`src/include/spcs_pkg.sv`:
```
// Purpose: shared constants, types and decode helpers for the pot command sequencer
// Assumes: serial frames of 8 or 16 clocks, header = 4 address bits + 2 command bits
// Notes: location index 0..5 covers four wipers and two terminal control registers
package spcs_pkg;
  localparam int NUM_LOC = 6;
  localparam int DATA_W = 9;
  localparam int IDX_W = 3;
  localparam int CNT_W = 4;
  localparam int SYNC_W = 4;
  localparam int WORD_W = 16;
  localparam int WIPER_BITS_DEFAULT = 8;

  // bit positions inside the sampled pin vector
  localparam int PIN_SDI = 0;
  localparam int PIN_SCK = 1;
  localparam int PIN_CSN = 2;
  localparam int PIN_CSHV = 3;
  localparam logic [SYNC_W-1:0] PIN_IDLE = 4'h4;

  // received bit counts at which a command phase ends (count before increment)
  localparam logic [CNT_W-1:0] BIT_ADDR_DONE = 4'h5;
  localparam logic [CNT_W-1:0] BIT_ERR_SLOT = 4'h6;
  localparam logic [CNT_W-1:0] BIT_SHORT_DONE = 4'h7;
  localparam logic [CNT_W-1:0] BIT_LONG_DONE = 4'hf;
  localparam logic [CNT_W-1:0] CNT_ONE = 4'h1;

  localparam logic [3:0] ADDR_WIPER0 = 4'h0;
  localparam logic [3:0] ADDR_WIPER1 = 4'h1;
  localparam logic [3:0] ADDR_TCON0 = 4'h4;
  localparam logic [3:0] ADDR_WIPER2 = 4'h6;
  localparam logic [3:0] ADDR_WIPER3 = 4'h7;
  localparam logic [3:0] ADDR_TCON1 = 4'ha;

  localparam logic [IDX_W-1:0] IDX_WIPER0 = 3'h0;
  localparam logic [IDX_W-1:0] IDX_WIPER1 = 3'h1;
  localparam logic [IDX_W-1:0] IDX_WIPER2 = 3'h2;
  localparam logic [IDX_W-1:0] IDX_WIPER3 = 3'h3;
  localparam logic [IDX_W-1:0] IDX_TCON0 = 3'h4;
  localparam logic [IDX_W-1:0] IDX_TCON1 = 3'h5;
  localparam logic [IDX_W-1:0] IDX_NONE = 3'h7;

  localparam logic [DATA_W-1:0] TERMINAL_CONTROL_REG_RESET = 9'h1ff;

  typedef enum logic [1:0] {
    CMD_WRITE = 2'b00,
    CMD_INC = 2'b01,
    CMD_DEC = 2'b10,
    CMD_READ = 2'b11
  } spcs_cmd_type;

  typedef enum logic [1:0] {
    ST_IDLE = 2'b00,
    ST_RECV = 2'b01,
    ST_ERROR = 2'b10
  } spcs_state_type;

  function automatic logic [IDX_W-1:0] spcs_loc_index(input logic [3:0] addr);
    case (addr)
      ADDR_WIPER0: spcs_loc_index = IDX_WIPER0;
      ADDR_WIPER1: spcs_loc_index = IDX_WIPER1;
      ADDR_WIPER2: spcs_loc_index = IDX_WIPER2;
      ADDR_WIPER3: spcs_loc_index = IDX_WIPER3;
      ADDR_TCON0: spcs_loc_index = IDX_TCON0;
      ADDR_TCON1: spcs_loc_index = IDX_TCON1;
      default: spcs_loc_index = IDX_NONE;
    endcase
  endfunction

  function automatic logic spcs_is_wiper(input logic [3:0] addr);
    spcs_is_wiper = (addr == ADDR_WIPER0) || (addr == ADDR_WIPER1) ||
                    (addr == ADDR_WIPER2) || (addr == ADDR_WIPER3);
  endfunction

  // read and write reach every location, step commands only the wipers
  function automatic logic spcs_pair_valid(input logic [3:0] addr, input spcs_cmd_type cmd);
    if (cmd == CMD_INC || cmd == CMD_DEC) begin
      spcs_pair_valid = spcs_is_wiper(addr);
    end else begin
      spcs_pair_valid = (spcs_loc_index(addr) != IDX_NONE);
    end
  endfunction
endpackage

```
`src/include/spcs_mem_if.sv`:
```
// Purpose: carries location access between sequencer and location store
// Assumes: one write or increment per clock, registered read data
// Notes: loc_idx serves both write and increment
`timescale 1ns/1ns
interface spcs_mem_if import spcs_pkg::*; ();
  logic wr_en;
  logic inc_en;
  logic [IDX_W-1:0] loc_idx;
  logic [DATA_W-1:0] wr_data;
  logic [IDX_W-1:0] rd_idx;
  logic [DATA_W-1:0] rd_data;
  logic [NUM_LOC-1:0][DATA_W-1:0] values;

  modport seq (output wr_en, output inc_en, output loc_idx, output wr_data, output rd_idx,
               input rd_data, input values);
  modport mem (input wr_en, input inc_en, input loc_idx, input wr_data, input rd_idx,
               output rd_data, output values);
endinterface

```
`src/logic/spcs_mem.sv`:
```
// Purpose: volatile wiper and terminal control store with saturating increment
// Assumes: only valid indexes are presented by the sequencer
// Notes: read data registered one clock after rd_idx
`timescale 1ns/1ns
module spcs_mem import spcs_pkg::*; #(
  parameter int WIPER_BITS = WIPER_BITS_DEFAULT
) (
  input wire logic clock,
  input wire logic resetn,
  spcs_mem_if.mem port
);
  localparam logic [DATA_W-1:0] FULL_SCALE = 9'(1 << WIPER_BITS);
  localparam logic [DATA_W-1:0] MID_SCALE = 9'(1 << (WIPER_BITS - 1));
  localparam logic [DATA_W-1:0] STEP = 9'h001;

  generate
    if (WIPER_BITS != 7 && WIPER_BITS != 8) begin : g_bad_width
      $error("WIPER_BITS must be 7 or 8");
    end
  endgenerate

  logic [NUM_LOC-1:0][DATA_W-1:0] cells;

  always_ff @(posedge clock or negedge resetn) begin
    if (!resetn) begin
      for (int i = 0; i < NUM_LOC; i++) begin
        cells[i] <= (i >= int'(IDX_TCON0)) ? TERMINAL_CONTROL_REG_RESET : MID_SCALE;
      end
    end else if (port.wr_en) begin
      cells[port.loc_idx] <= port.wr_data;
    end else if (port.inc_en && cells[port.loc_idx] < FULL_SCALE) begin
      cells[port.loc_idx] <= cells[port.loc_idx] + STEP;
    end
  end

  always_ff @(posedge clock or negedge resetn) begin
    if (!resetn) begin
      port.rd_data <= '0;
    end else if (32'(port.rd_idx) < NUM_LOC) begin
      port.rd_data <= cells[port.rd_idx];
    end else begin
      port.rd_data <= '0;
    end
  end

  assign port.values = cells;
endmodule

```
`src/logic/spcs_top.sv`:
```
// Purpose: serial command sequencer for a quad volatile potentiometer
// Assumes: clock at 100 MHz, serial clock far slower, mode 0,0 or 1,1 framing
// Notes: decrement is decoded as valid and then does nothing
// Summary of operation
// - back-to-back valid commands run without deselect
// - write is exactly sixteen clocks long
// - high-voltage select behaves like normal select
// - write lands only after sixteenth bit
// - write without exactly sixteen clocks discarded
// - after error ignore commands, output low
// - continuous writes reach volatile locations
// - first six bits are address then command
// - seventh read clock drives the error bit
// - clocks eight to sixteen give data, msb first
// - continuous reads reach every location
// - increment is eight clocks, wipers only
// - seventh increment clock drives the error bit
// - increment adds one at eighth clock
// - increment stops at full scale
// - reserved wiper values block increment
// - continuous increments to the four wipers
// - any valid command may follow an increment
// - error bit high for valid pair, else low
// - commands short of eight-clock multiples ignored
// - deselect resets interface, drops partial command
// - data is command-byte bit plus data byte
`timescale 1ns/1ns
module spcs_top import spcs_pkg::*; #(
  parameter int WIPER_BITS = WIPER_BITS_DEFAULT
) (
  input wire logic clock,
  input wire logic resetn,
  input wire logic spi_cs_n,
  input wire logic high_voltage_select_level,
  input wire logic spi_sck,
  input wire logic spi_sdi,
  output logic spi_sdo,
  output logic spi_sdo_oe,
  output logic command_error_flag,
  output logic [NUM_LOC-1:0][DATA_W-1:0] loc_values
);
  generate
    if (WIPER_BITS != 7 && WIPER_BITS != 8) begin : g_bad_width
      $error("WIPER_BITS must be 7 or 8");
    end
  endgenerate

  logic [SYNC_W-1:0] pins;
  logic [SYNC_W-1:0] sync1;
  logic [SYNC_W-1:0] sync2;
  logic [SYNC_W-1:0] sync3;
  logic [SYNC_W-1:0] filt;
  logic [SYNC_W-1:0] filt_prev;
  logic active;
  logic sck_rise;
  logic sck_fall;
  logic sdi_bit;
  spcs_state_type state;
  logic [CNT_W-1:0] count;
  logic [WORD_W-2:0] shreg;
  logic [WORD_W-1:0] word;
  logic [5:0] header;
  logic [3:0] cur_addr;
  spcs_cmd_type cur_cmd;
  logic valid_now;
  logic short_cmd;
  logic recv_rise;

  spcs_mem_if mem_bus();

  spcs_mem #(
    .WIPER_BITS(WIPER_BITS)
  ) u_mem (
    .clock(clock),
    .resetn(resetn),
    .port(mem_bus.mem)
  );

  assign pins = {high_voltage_select_level, spi_cs_n, spi_sck, spi_sdi};

  // three stages; a level is believed only once stages two and three agree
  always_ff @(posedge clock or negedge resetn) begin
    if (!resetn) begin
      sync1 <= PIN_IDLE;
      sync2 <= PIN_IDLE;
      sync3 <= PIN_IDLE;
    end else begin
      sync1 <= pins;
      sync2 <= sync1;
      sync3 <= sync2;
    end
  end

  always_ff @(posedge clock or negedge resetn) begin
    if (!resetn) begin
      filt <= PIN_IDLE;
      filt_prev <= PIN_IDLE;
    end else begin
      for (int i = 0; i < SYNC_W; i++) begin
        if (sync2[i] == sync3[i]) begin
          filt[i] <= sync2[i];
        end
      end
      filt_prev <= filt;
    end
  end

  // either select level opens a frame, nothing else differs
  assign active = !filt[PIN_CSN] || filt[PIN_CSHV];
  assign sck_rise = active && filt[PIN_SCK] && !filt_prev[PIN_SCK];
  assign sck_fall = active && !filt[PIN_SCK] && filt_prev[PIN_SCK];
  assign sdi_bit = filt[PIN_SDI];
  assign recv_rise = sck_rise && (state == ST_RECV);

  assign word = {shreg, sdi_bit};
  assign header = {shreg[4:0], sdi_bit};
  // reads reach every location, steps only the four wipers
  assign valid_now = spcs_pair_valid(header[5:2], spcs_cmd_type'(header[1:0]));
  assign short_cmd = (cur_cmd == CMD_INC) || (cur_cmd == CMD_DEC);

  always_ff @(posedge clock or negedge resetn) begin
    if (!resetn) begin
      state <= ST_IDLE;
      command_error_flag <= 1'b1;
    end else begin
      unique case (state)
        ST_IDLE: begin
          command_error_flag <= 1'b1;
          if (active) begin
            state <= ST_RECV;
          end
        end
        ST_RECV: begin
          if (!active) begin
            state <= ST_IDLE;
          end else if (recv_rise && count == BIT_ADDR_DONE && !valid_now) begin
            state <= ST_ERROR;
            command_error_flag <= 1'b0;
          end
        end
        ST_ERROR: begin
          // only a deselect leaves this state
          if (!active) begin
            state <= ST_IDLE;
            command_error_flag <= 1'b1;
          end
        end
        default: begin
          state <= ST_IDLE;
          command_error_flag <= 1'b1;
        end
      endcase
    end
  end

  always_ff @(posedge clock or negedge resetn) begin
    if (!resetn) begin
      count <= '0;
      shreg <= '0;
    end else if (!active || state != ST_RECV) begin
      count <= '0;
    end else if (sck_rise) begin
      shreg <= word[WORD_W-2:0];
      if (count == BIT_LONG_DONE || (count == BIT_SHORT_DONE && short_cmd)) begin
        count <= '0;
      end else begin
        count <= count + CNT_ONE;
      end
    end
  end

  always_ff @(posedge clock or negedge resetn) begin
    if (!resetn) begin
      cur_addr <= ADDR_WIPER0;
      cur_cmd <= CMD_WRITE;
      mem_bus.rd_idx <= IDX_WIPER0;
    end else if (recv_rise && count == BIT_ADDR_DONE) begin
      cur_addr <= header[5:2];
      cur_cmd <= spcs_cmd_type'(header[1:0]);
      mem_bus.rd_idx <= spcs_loc_index(header[5:2]);
    end
  end

  // memory changes only when the last clock of a command is seen
  assign mem_bus.wr_en = recv_rise && count == BIT_LONG_DONE && cur_cmd == CMD_WRITE;
  assign mem_bus.inc_en = recv_rise && count == BIT_SHORT_DONE && cur_cmd == CMD_INC;
  assign mem_bus.loc_idx = spcs_loc_index(cur_addr);
  assign mem_bus.wr_data = word[DATA_W-1:0];

  // data bits change on the falling edge so they are settled for the host's rising sample; the error state and deselect set the output at once
  always_ff @(posedge clock or negedge resetn) begin
    if (!resetn) begin
      spi_sdo <= 1'b1;
      spi_sdo_oe <= 1'b0;
    end else begin
      spi_sdo_oe <= active;
      if (!active) begin
        spi_sdo <= 1'b1;
      end else if (state == ST_ERROR) begin
        spi_sdo <= 1'b0;
      end else if (sck_fall) begin
        if (cur_cmd == CMD_READ && count >= BIT_SHORT_DONE) begin
          spi_sdo <= mem_bus.rd_data[BIT_LONG_DONE - count];
        end else begin
          spi_sdo <= 1'b1;
        end
      end
    end
  end

  assign loc_values = mem_bus.values;
endmodule

```
`config.mk`:
```
export PLATFORM = sky130hd
export DESIGN_NAME = spcs_top
export DESIGN_NICKNAME = d
export VERILOG_FILES = /design/src/include/spcs_pkg.sv /design/src/include/spcs_mem_if.sv /design/src/logic/spcs_mem.sv /design/src/logic/spcs_top.sv
export SDC_FILE = /design/constraint.sdc
export NUM_CORES = 1
export LEC_CHECK = 0
export BUFFER_PORTS_ARGS = -buffer_cell sky130_fd_sc_hd__buf_2
export CAP_MARGIN = 5
export CORE_MARGIN = 2
export CORE_UTILIZATION = 55
export CTS_CLUSTER_SIZE = 24
export DETAILED_ROUTE_END_ITERATION = 7
export PLACE_DENSITY = 0.76
export SLEW_MARGIN = 20
export SYNTH_ARGS = -nofsm -noshare
export SYNTH_HDL_FRONTEND = slang
export SYNTH_SLANG_ARGS = --single-unit
```
`constraint.sdc`:
```
create_clock -name clock -period 3.9 [get_ports clock]
set_input_delay 0.585 -clock clock [delete_from_list [all_inputs] [get_ports clock]]
set_output_delay 0.585 -clock clock [all_outputs]
set_load 0.02 [all_outputs]
```
== Word level (Yosys, flattened, before mapping) ==
Cells that the tools add are included.
Operators by class
  add/subtract/negate cells: 3
  bitwise operators: 1
  shifts and indexed selects: 0
  eq/ne operators: 32
  $mul: 0
  order comparisons: 7
  div/mod/pow operators: 0
  multiplexer cells: 33
  reductions and logical operators: 37
Operators by type and width (count)
  54-bit bitwise mux: 2
  54-bit 2-to-1 mux: 2
  9-bit binary-select mux with 3-bit select: 2
  9-bit 2-to-1 mux: 4
  3-bit one-hot mux with 6 select lines: 2
  4-bit by 3-bit equality test with 1-bit output, second input constant: 8
  9-bit demux with 3-bit select: 1
  1-bit logical AND: 15
  4-bit equality test, second input constant: 3
  4-bit 2-to-1 mux: 3
  9-bit by 1-bit adder with 9-bit output, second input constant: 1
  9-bit less-than comparator, second input constant: 1
  1-bit 2-to-1 mux: 9
  2-bit equality test, second input constant: 4
  4-bit by 1-bit equality test with 1-bit output, second input constant: 2
  4-bit logical NOT: 2
  1-bit logical OR: 8
  3-bit by 4-bit less-than comparator with 1-bit output, second input constant: 2
  2-bit 2-to-1 mux: 4
  2-bit by 1-bit equality test with 1-bit output, second input constant: 3
  2-bit != test, second input constant: 3
  2-bit one-hot mux with 3 select lines: 1
  3-bit AND reduction: 2
  1-bit logical NOT: 5
  18 further kinds: 24
Storage, ports and cells
  bits in registers: 107
  input bits: 6
  memories: 0
  word-level logic and storage cells: 137
  bits in latches: 0
  output and inout bits: 57
  ROM bits: 0
  memory bits (writable): 0

== Depth between registers and ports, before layout ==
Gate-level depths: netlist (run 1).
  depth in word-level cells: 10
  depth in mapped cells: 11
  depth with buffers taken out: 9

== By module ==
A second synthesis (run 1) with hierarchy kept.
Unflattened totals
  cell total of the unflattened synthesis: 528
  area, all modules: 5609.1 um^2
By module, submodules not included
  spcs_mem: cells an instance 384, sequential area each 1604.0 um^2, area each 3762.4 um^2, instances 1
  spcs_top: cells an instance 144, sequential area each 1083.5 um^2, area each 1846.8 um^2, instances 1

== Worst setup path before layout (run 1) ==
Ideal clock, no wire load.
  path type: reg-to-reg
  from: reg cur_addr[0]
  to: reg u_mem.cells, in the netlist u_mem.port.values[17]
  slack: 1.191 ns
  data required time: 3.804 ns
  period minus slack after synthesis: 2.709 ns
  cell stages (with the launch flop): 11
  path buffers: 1
  data arrival time: 2.613 ns
  library setup time: 0.096 ns
  cells stage by stage: dfrtp_1 buf_6 nor4bb_1 a21oi_1 a221o_1 and2_1 ha_1 nand3_1 nor4_1 o31a_1 o31ai_1
On the way
  cells in the longest elaborated chain, start to end: 9
  elaborated cells between the ends (all ways): 22
  classes of those cells: add/sub (1); order compare (3); eq/ne (5); mux (9); reduce/logical (4)
Ends and longest elaborated chain
  from (decl): line spcs_top.sv:63  | logic [3:0] cur_addr;
  from (signal assigned): line spcs_top.sv:178  | cur_addr <= header[5:2];
  4-bit equality test (tied with other cells): line spcs_pkg.sv:58  | case (addr)
  3-bit one-hot mux with 6 select lines (*): line spcs_pkg.sv:58
  parallel branches: the longest is 7 deep, another holds 9-bit by 1-bit adder with 9-bit output
  to (signal, indexed assignment): line spcs_mem.sv:27  | cells[i] <= (i >= int'(IDX_TCON0)) ? TERMINAL_CONTROL_REG_RESET : MID_SCALE;
  to (signal, indexed assignment): line spcs_mem.sv:30  | cells[port.loc_idx] <= port.wr_data;
  to (signal, indexed assignment): line spcs_mem.sv:32  | cells[port.loc_idx] <= cells[port.loc_idx] + STEP;
  to (decl): line spcs_mem.sv:22  | logic [NUM_LOC-1:0][DATA_W-1:0] cells;
Mark *: on every way between the ends. The select of a mux whose other input is x is not followed.
A chain may end at the register's enable or synchronous reset.

== Worst setup path in the final report (run 1) ==
  from: reg cur_addr[3]
  to: reg u_mem.cells, in the netlist u_mem.port.values[4]
The elaborated chain is that of the path after synthesis.

==> results by stage, run 1 <==
Floorplanning:
- The area of the core is between 10000 and 15000 um^2.
- The vertical die dimension is 106 um.
- The full die area is 11300 um^2.
- The horizontal extent of the die is 106 um.
- The initial cell density of the core is 0.562.
- The row count is 37.
- The top-level port count is 63.

Timing:
- After routing, the total negative slack on setup checks comes to 0 ps.
- The transition time at the pin with the least slew margin is 905 ps.
- Setup violations remaining at the end of the flow were counted as 0.
- The maximum clock frequency is just under 0.3 GHz.
- The final hold violation count is 0.
- Setup repair after global routing left no endpoint under its margin.
- The smallest clock period supported by the final layout is computed as approximately 3400 ps.
- Measured against its own limit, the worst slew margin works out to 0.390.
- The worst clock skew is 13.8 ps.
- The number of max-slew violations in the final report is 0.
- The final clock period utilization by the worst path is 0.869.

Routing:
- The total length of routed met2 wires is 7.22 mm.
- For this block, the routed nets add up to approximately 15 mm of wire.
- The detail-routed via count per cell is 6.20.
- The count of vias placed by the detailed router is 4653.
- In this run the remaining antenna-violating nets after routing total 0.
- Detailed routing placed a total of 813 um of wire on met3.
- The average wire per cell in the routed design is 20.2 um.
- The number of remaining DRC errors is 0.
- The number of detailed-routing iterations run before antenna repair is 5.
- The routed length on met1 is 6.90 mm.
- The initial DRC count is 389.
- The top routing layer in use is met4.

Synthesis:
- Synthesis inferred 106 register bits.
- The fraction of synthesis flops using an asynchronous set or reset pin is 1.00.
- The number of distinct library cells after synthesis is 72.
- Of the post-synthesis cell area, the dominant cell type holds 0.339.
- The portion of synthesized area spent on multiplexers is 0.147.
- Of the total synthesized cell area, the portion taken by AND, OR, NAND and NOR gates is 0.154.
- After synthesis, the largest family of logic cells by area is compound AO/OA/AOI/OAI gates.
- By area the synthesized netlist is led by dfrtp_1 34%, dfstp_2 13%, mux2_2 5.7%.
- The count of flip-flops with a built-in enable after synthesis is 0.
- The area fraction in compound gates after synthesis was 0.172.
- The total of warnings raised by yosys is 0.
- Of the total synthesized cell area, the portion taken by XOR and XNOR cells is 0.00761.
- The share of the yosys chip area belonging to registers is 0.467.
- The primary flip-flop cell chosen by synthesis mapping is dfrtp_1.
- The number of nets produced by synthesis is 561.
- The number of standard cells after synthesis is 549.
- The cell area that synthesis handed to floorplanning was 5750 um^2.
- The largest total area in the synthesized netlist belongs to dfrtp_1.
- The average instance area after synthesis is 10.5 um^2.
- The post-synthesis adder-cell area fraction is 0.0200.

Clock network:
- The CTS tree is done.
- The clock passes through at most 2 buffers.
- Clock-pin slew was measured on the worst setup and hold paths at 110 ps.
- The clock insertion delay at the later pin of the skew report is between 300 and 400 ps.
- The number of buffers inserted by hold repair at cts is 0.
- TritonCTS created 9 clock buffers.
- The number of H-tree levels is 3.
- The clock root buffer master is clkbuf_8.
- Counting every sink on the clock net gives about 110.
- The post-CTS repair timing setup buffer count is 0.
- The number of instances resized during post-cts repair is 0.

Final layout:
- The net total in the final layout is 622.
- The number of fill cells is 872.
- The antenna cell count is 0.
- The area taken by multi-input logic gates is 2880 um^2.
- The fraction of final layout cells sized beyond drive strength 1 is 0.304.
- The layout-stage area growth over the synthesis result is 11.3%.
- The combined flip-flop and latch cell area is ~2700 um^2.

Power:
- Summing internal, switching and leakage power gives 2080 uW.
- The total power density per cell area is 325 nW/um^2.
- The standby leakage power is 0.00275 uW.
- Across the VDD grid, the largest voltage drop is 0.212 mV.

Critical path:
- The data arrival time of the worst path is 3710 ps.
- Of all nets on the critical path, the largest fanout is 28.
- The worst setup path is of the flip-flop to flip-flop kind.
- Data on the critical path is required at its endpoint by 4220 ps.
- The endpoint type of the worst setup path is a flip-flop.
- The critical path launch point type is a flip-flop.

Global route:
- The largest net degree at the start of global routing is 90.
- The first global-routing pass estimated ~25 mm of wire.
- The via count of the first global-routing pass is 4439.
- The initial antenna violation count is 0.
- In the global route stage, overall resource usage came out at 0.282.
- The total overflow left after global routing is 0.

Placement:
- The placed wire-length estimate after detailed placement is 11.4 mm.
- The quantity of I/O buffers inserted on ports is 62.
- The routability congestion estimate from global placement is 0.967.

Run:
- Across the run, the number of max-cap violations was 0.

Outcome:
- The run finished with clean final reports.

Worst hold path:
- The type of the tightest min-delay check is input pin to asynchronous set/reset pin.
-- layer usage --
layer	track usage	up-vias
li1	-	2144
met1	0.408	2338
met2	0.442	155
met3	0.0509	16
met4	0.0742	0
met5	0	-
-- Yosys cell counts (5+ instances only) --
| cell | number |
|---|---|
| dfrtp_1 | 78 |
| nand2_1 | 70 |
| a21oi_1 | 44 |
| o21ai_0 | 41 |
| mux2_2 | 29 |
| dfstp_2 | 28 |
| nor2_1 | 27 |
| mux2i_1 | 20 |
| clkbuf_1 | 14 |
| buf_2 | 11 |
| mux4_2 | 11 |
| nor2b_1 | 11 |
| inv_1 | 8 |
| nand2b_1 | 8 |
| o211ai_1 | 8 |
| a211oi_1 | 7 |
| or3_1 | 7 |
| ha_1 | 6 |
| o22ai_1 | 6 |
| o31ai_1 | 6 |
| nor3_1 | 5 |
-- state kept, by name, summed over array words and instances, names as in the netlist, 2 cells and up --
name	flops
count	4
cur_addr	4
cur_cmd	2
filt	4
mem_bus.rd_idx	3
shreg	8
state	2
sync1	4
sync2	4
sync3	4
u_mem.port.rd_data	9
u_mem.port.values	54
-- worst max-delay path, stage by stage, from the launching register on --
cell      delay, ps
dfrtp_1         700
or3b_1          580
or3_1           340
a221o_1         390
o21a_1          140
ha_1            210
nand3_1         190
o21bai_1        100
a31oi_2         430
mux2_2          240
-- layout by cell type, fill, tap and decap left out, drive strengths merged, types with 6 or more instances in the layout --
| cell | count |
|---|---|
| dfstp | 28 |
| nor2b | 11 |
| nor3 | 6 |
| a21oi | 45 |
| or3 | 7 |
| mux2i | 20 |
| nand2b | 8 |
| o21ai | 44 |
| and2 | 7 |
| or3b | 6 |
| a211oi | 7 |
| mux4 | 11 |
| ha | 6 |
| o22ai | 6 |
| dfrtp | 78 |
| buf | 80 |
| o211ai | 8 |
| mux2 | 34 |
| o31ai | 6 |
| clkbuf | 9 |
| inv | 12 |
| nand2 | 70 |
| nor2 | 27 |
-- layout make-up --
| class | count | area share |
|---|---|---|
| clock inverter | 7 | 0.00899 |
| tap | 136 | 0.0266 |
| timing repair buffer | 80 | 0.0705 |
| sequential | 106 | 0.420 |
| inverter | 9 | 0.00527 |
| multi-input combinational | 404 | 0.450 |
| clock buffer | 9 | 0.0193 |
-- worst paths after layout --
check,startpoint,endpoint,slack (ps),cells after the start
worst max-delay path,cur_addr[3],u_mem.port.values[4],510,9
worst min-delay path,resetn,count[3],230,1
worst max register to register,cur_addr[3],u_mem.port.values[4],510,9
worst min register to register,sync1[0],sync2[0],360,0
max in group asynchronous,resetn,u_mem.port.values[52],2850,2
min in group clock,spi_cs_n,sync1[2],300,1
-- cells by family (layout without fill, tap and decap cells) --
kind of cell,after synthesis,count (layout)
flops,106,106
simple gates,170,170
buf+inv,39,105
mux,65,65
compound gates,154,154
xor+xnor,5,5
fa+ha+maj,10,10
-- through the flow --
| step | worst slack (ps) | utilization | instances | hold slack [ps] | cell area [um^2] |
|---|---|---|---|---|---|
| after global placement | 657 | 0.608 | 735 | 332 | 6220 |
| after global routing | 327 | 0.626 | 751 | 267 | 6400 |
| after CTS | 547 | 0.626 | 751 | 276 | 6400 |
| after detailed placement | 579 | 0.608 | 735 | 336 | 6220 |
| final | 509 | 0.626 | 751 | 233 | 6400 |
| after floorplan | 1190 | - | 549 | 289 | 5750 |
-- power by group --
| part | leakage (uW) | internal [uW] | total [uW] | switching (uW) |
|---|---|---|---|---|
| registers | 0.00133 | 1160 | 1250 | 90.6 |
| logic | 0.00134 | 91.8 | 188 | 96.6 |
| clock network | 0.0000886 | 242 | 644 | 402 |
| total | 0.00275 | 1490 | 2080 | 589 |
Power figures use the tool's default switching activity.
==> run 2: changes to the inputs <==
clock period = 4.3 ns   (was 3.9 ns; I/O delays follow)
==> results by stage, run 2 (synthesis gave the netlist of run 1 again) <==
Timing:
- The worst pin sits at a relative slew slack of 0.261.
- Across the routed clock network, the largest skew measured is 12.8 ps.
- Setup total negative slack on the finished layout was measured at 0 ps.
- Derived from the worst setup path, the maximum achievable clock frequency is approximately 0.27 GHz.
- Setup repair after global routing left no endpoint under its margin.
- The number of setup violations in the final report is 0.
- The transition time at the pin with the least slew margin is about 1100 ps.
- In the finished design, the share of the clock period the worst path needs comes to 0.853.
- The final hold violation count was 0.
- The final critical delay including setup and external delays is 3670 ps.
- The number of max-slew violations in the final report is 0.

Floorplanning:
- The floorplan step defined a core boundary enclosing 10200 um^2.
- The horizontal extent of the die is 106 um.
- The full die area is 11300 um^2.
- After floorplanning, the core was divided into 37 placement rows.
- Pin placement for this block handled 63 I/O pins.
- The vertical die dimension is approximately 110 um.
- The initial cell density of the core is 0.562.

Clock network:
- The clock-pin slew of the registers on the worst-case setup and hold paths is roughly 110 ps.
- The clock insertion delay at the later pin of the skew report is 390 ps.
- The number of instances resized during post-cts repair is 0.
- The number of sinks on the clock net is 106.
- The number of clock buffers inserted by TritonCTS is 9.
- Post-CTS timing repair inserted 0 buffers for setup.
- TritonCTS built the clock tree.
- No sink is reached through more buffers than the 2 on the longest clock path.
- The number of H-tree levels is 3.
- The clock root buffer master is clkbuf_8.
- After clock tree synthesis, the flow added hold-fix buffers numbering 0.

Critical path:
- Of all nets on the critical path, the largest fanout is 20.
- The largest incremental delay on the critical path is 1000 ps.
- The required time reported for the critical path endpoint is 4590 ps.
- The critical path launch point type is a flip-flop.
- By startpoint and endpoint, the worst setup path is classified as flip-flop to flip-flop.
- STA classifies the critical path endpoint as a flip-flop.
- The slowest stage of the critical path belongs to the cell nor4bb_1.
- Counting cells, the worst reg-to-reg path comes to 9.
- The critical path goes through nor4bb_1 -> a21oi_1 -> a221o_1 -> and2_1 -> ha_1 -> nand3_1 -> nor4_1 -> o31a_1 -> o31ai_1.
- For the worst setup path, the data arrival time is 3960 ps.

Final layout:
- The register with the most flip-flops in the layout has 54 of them.
- The layout-stage area growth over the synthesis result is 10.8%.
- Leaving out fill and tap cells, the most frequent cell in the layout is dfrtp_1.
- The finished layout holds 746 standard cells, fillers aside.
- After the last flow step, the layout net total stands at 617.
- The antenna cell count is 0.
- At the end of the flow the core is filled with cells to 0.623.
- The fraction of final layout cells sized beyond drive strength 1 is 0.298.
- The number of fill cells is between 800 and 900.
- In the layout the commonest cells are 77 x dfrtp_1, 70 x nand2_1, 61 x buf_2.

Routing:
- In the routed layout, each cell is associated on average with a via count of 6.31.
- The routed wire length is 15.5 mm.
- The average wire per cell in the routed design is 20.7 um.
- The number of remaining DRC errors is 0.
- For this run, the detailed router's first-pass iteration total came to 5.
- Once detail routing completed, the nets flagged for antenna violations numbered 0.
- The initial DRC count is 420.
- Detailed routing inserted a total of 4707 vias.

Outcome:
- The flow ran to the end, and the final reports show no timing, DRC or antenna violations.

Global route:
- For this run, global-route usage on met3 was measured as 0.0331.
- The overall overflow remaining after global route is 0.
- For this run, the total global-route usage over all layers was measured as 0.288.
- Entering global routing, the biggest net connects 75 pins.
- The met1 capacity usage during global routing is 0.421.
- The first global-routing pass estimated roughly 25 mm of wire.
- The initial antenna violation count is 0.
- After global routing, the most crowded layer is met2.
- The via count of the first global-routing pass is roughly 4400.
- The met2 track utilization from global routing is 0.449.

Worst hold path:
- The worst hold path belongs to the class input pin to flip-flop.
- Along the worst hold path, the cell count comes to 1.

Power:
- For this design the ratio of total power to cell area is 301 nW/um^2.
- Total power for the finished layout comes to slightly below 2000 uW.
- In this run the static leakage power is 0.00273 uW.
- The maximum VDD drop is 0.213 mV.

Placement:
- The number of placed cells counting well taps is 730.
- The quantity of I/O buffers inserted on ports is 62.
- After legalization and detailed placement, the total HPWL measured 11.3 mm.
- The congestion estimate from routability-driven global placement came to 0.996.

Run:
- The max-capacitance violation count is 0.
run 2: per-layer routing:
layer	vias to the layer above	share of wire
met2	178	0.47
met4	0	0.020
met5	-	0
li1	2138	-
met3	25	0.053
met1	2366	0.46
run 2: path summary, 6_finish.rpt:
path	start	endpoint	slack [ps]
worst max-delay path	cur_addr[3]	u_mem.port.values[8]	630
worst min-delay path	spi_cs_n	sync1[2]	340
worst max register to register	cur_addr[3]	u_mem.port.values[8]	630
worst min register to register	sync1[2]	sync2[2]	360
max in group asynchronous	resetn	u_mem.port.values[40]	2940
min in group asynchronous	resetn	spi_sdo_oe	370
run 2: final cells by class:
cell class	count	area (um^2)	area share
sequential	106	2690	0.422
timing repair buffer	75	410	0.0644
tap	136	170	0.0267
clock inverter	7	68.8	0.0108
multi-input combinational	404	2880	0.452
inverter	9	33.8	0.00530
clock buffer	9	124	0.0194
run 2: critical path: cells and delay by family (launching register included):
kind,cells,cell delay [ps]
adder cells (fa/ha/maj),1,210
AND/OR/NAND/NOR,4,1470
flip-flops,1,700
AO/OA/AOI/OAI,4,1190
run 2: per-stage QoR:
stage	setup slack [ps]	instance area, um^2	hold slack (ps)
finish	634	6370	337
global route	480	6370	336
CTS	751	6370	334
detailed placement	782	6180	341
global placement	853	6180	334
floorplan	1590	5750	331
run 2: power breakdown:
group	switching (uW)	leakage [uW]	internal [uW]	total [uW]
clock network	388	0.0000915	226	614
registers	86.0	0.00133	1050	1140
logic	89.4	0.00131	82.9	172
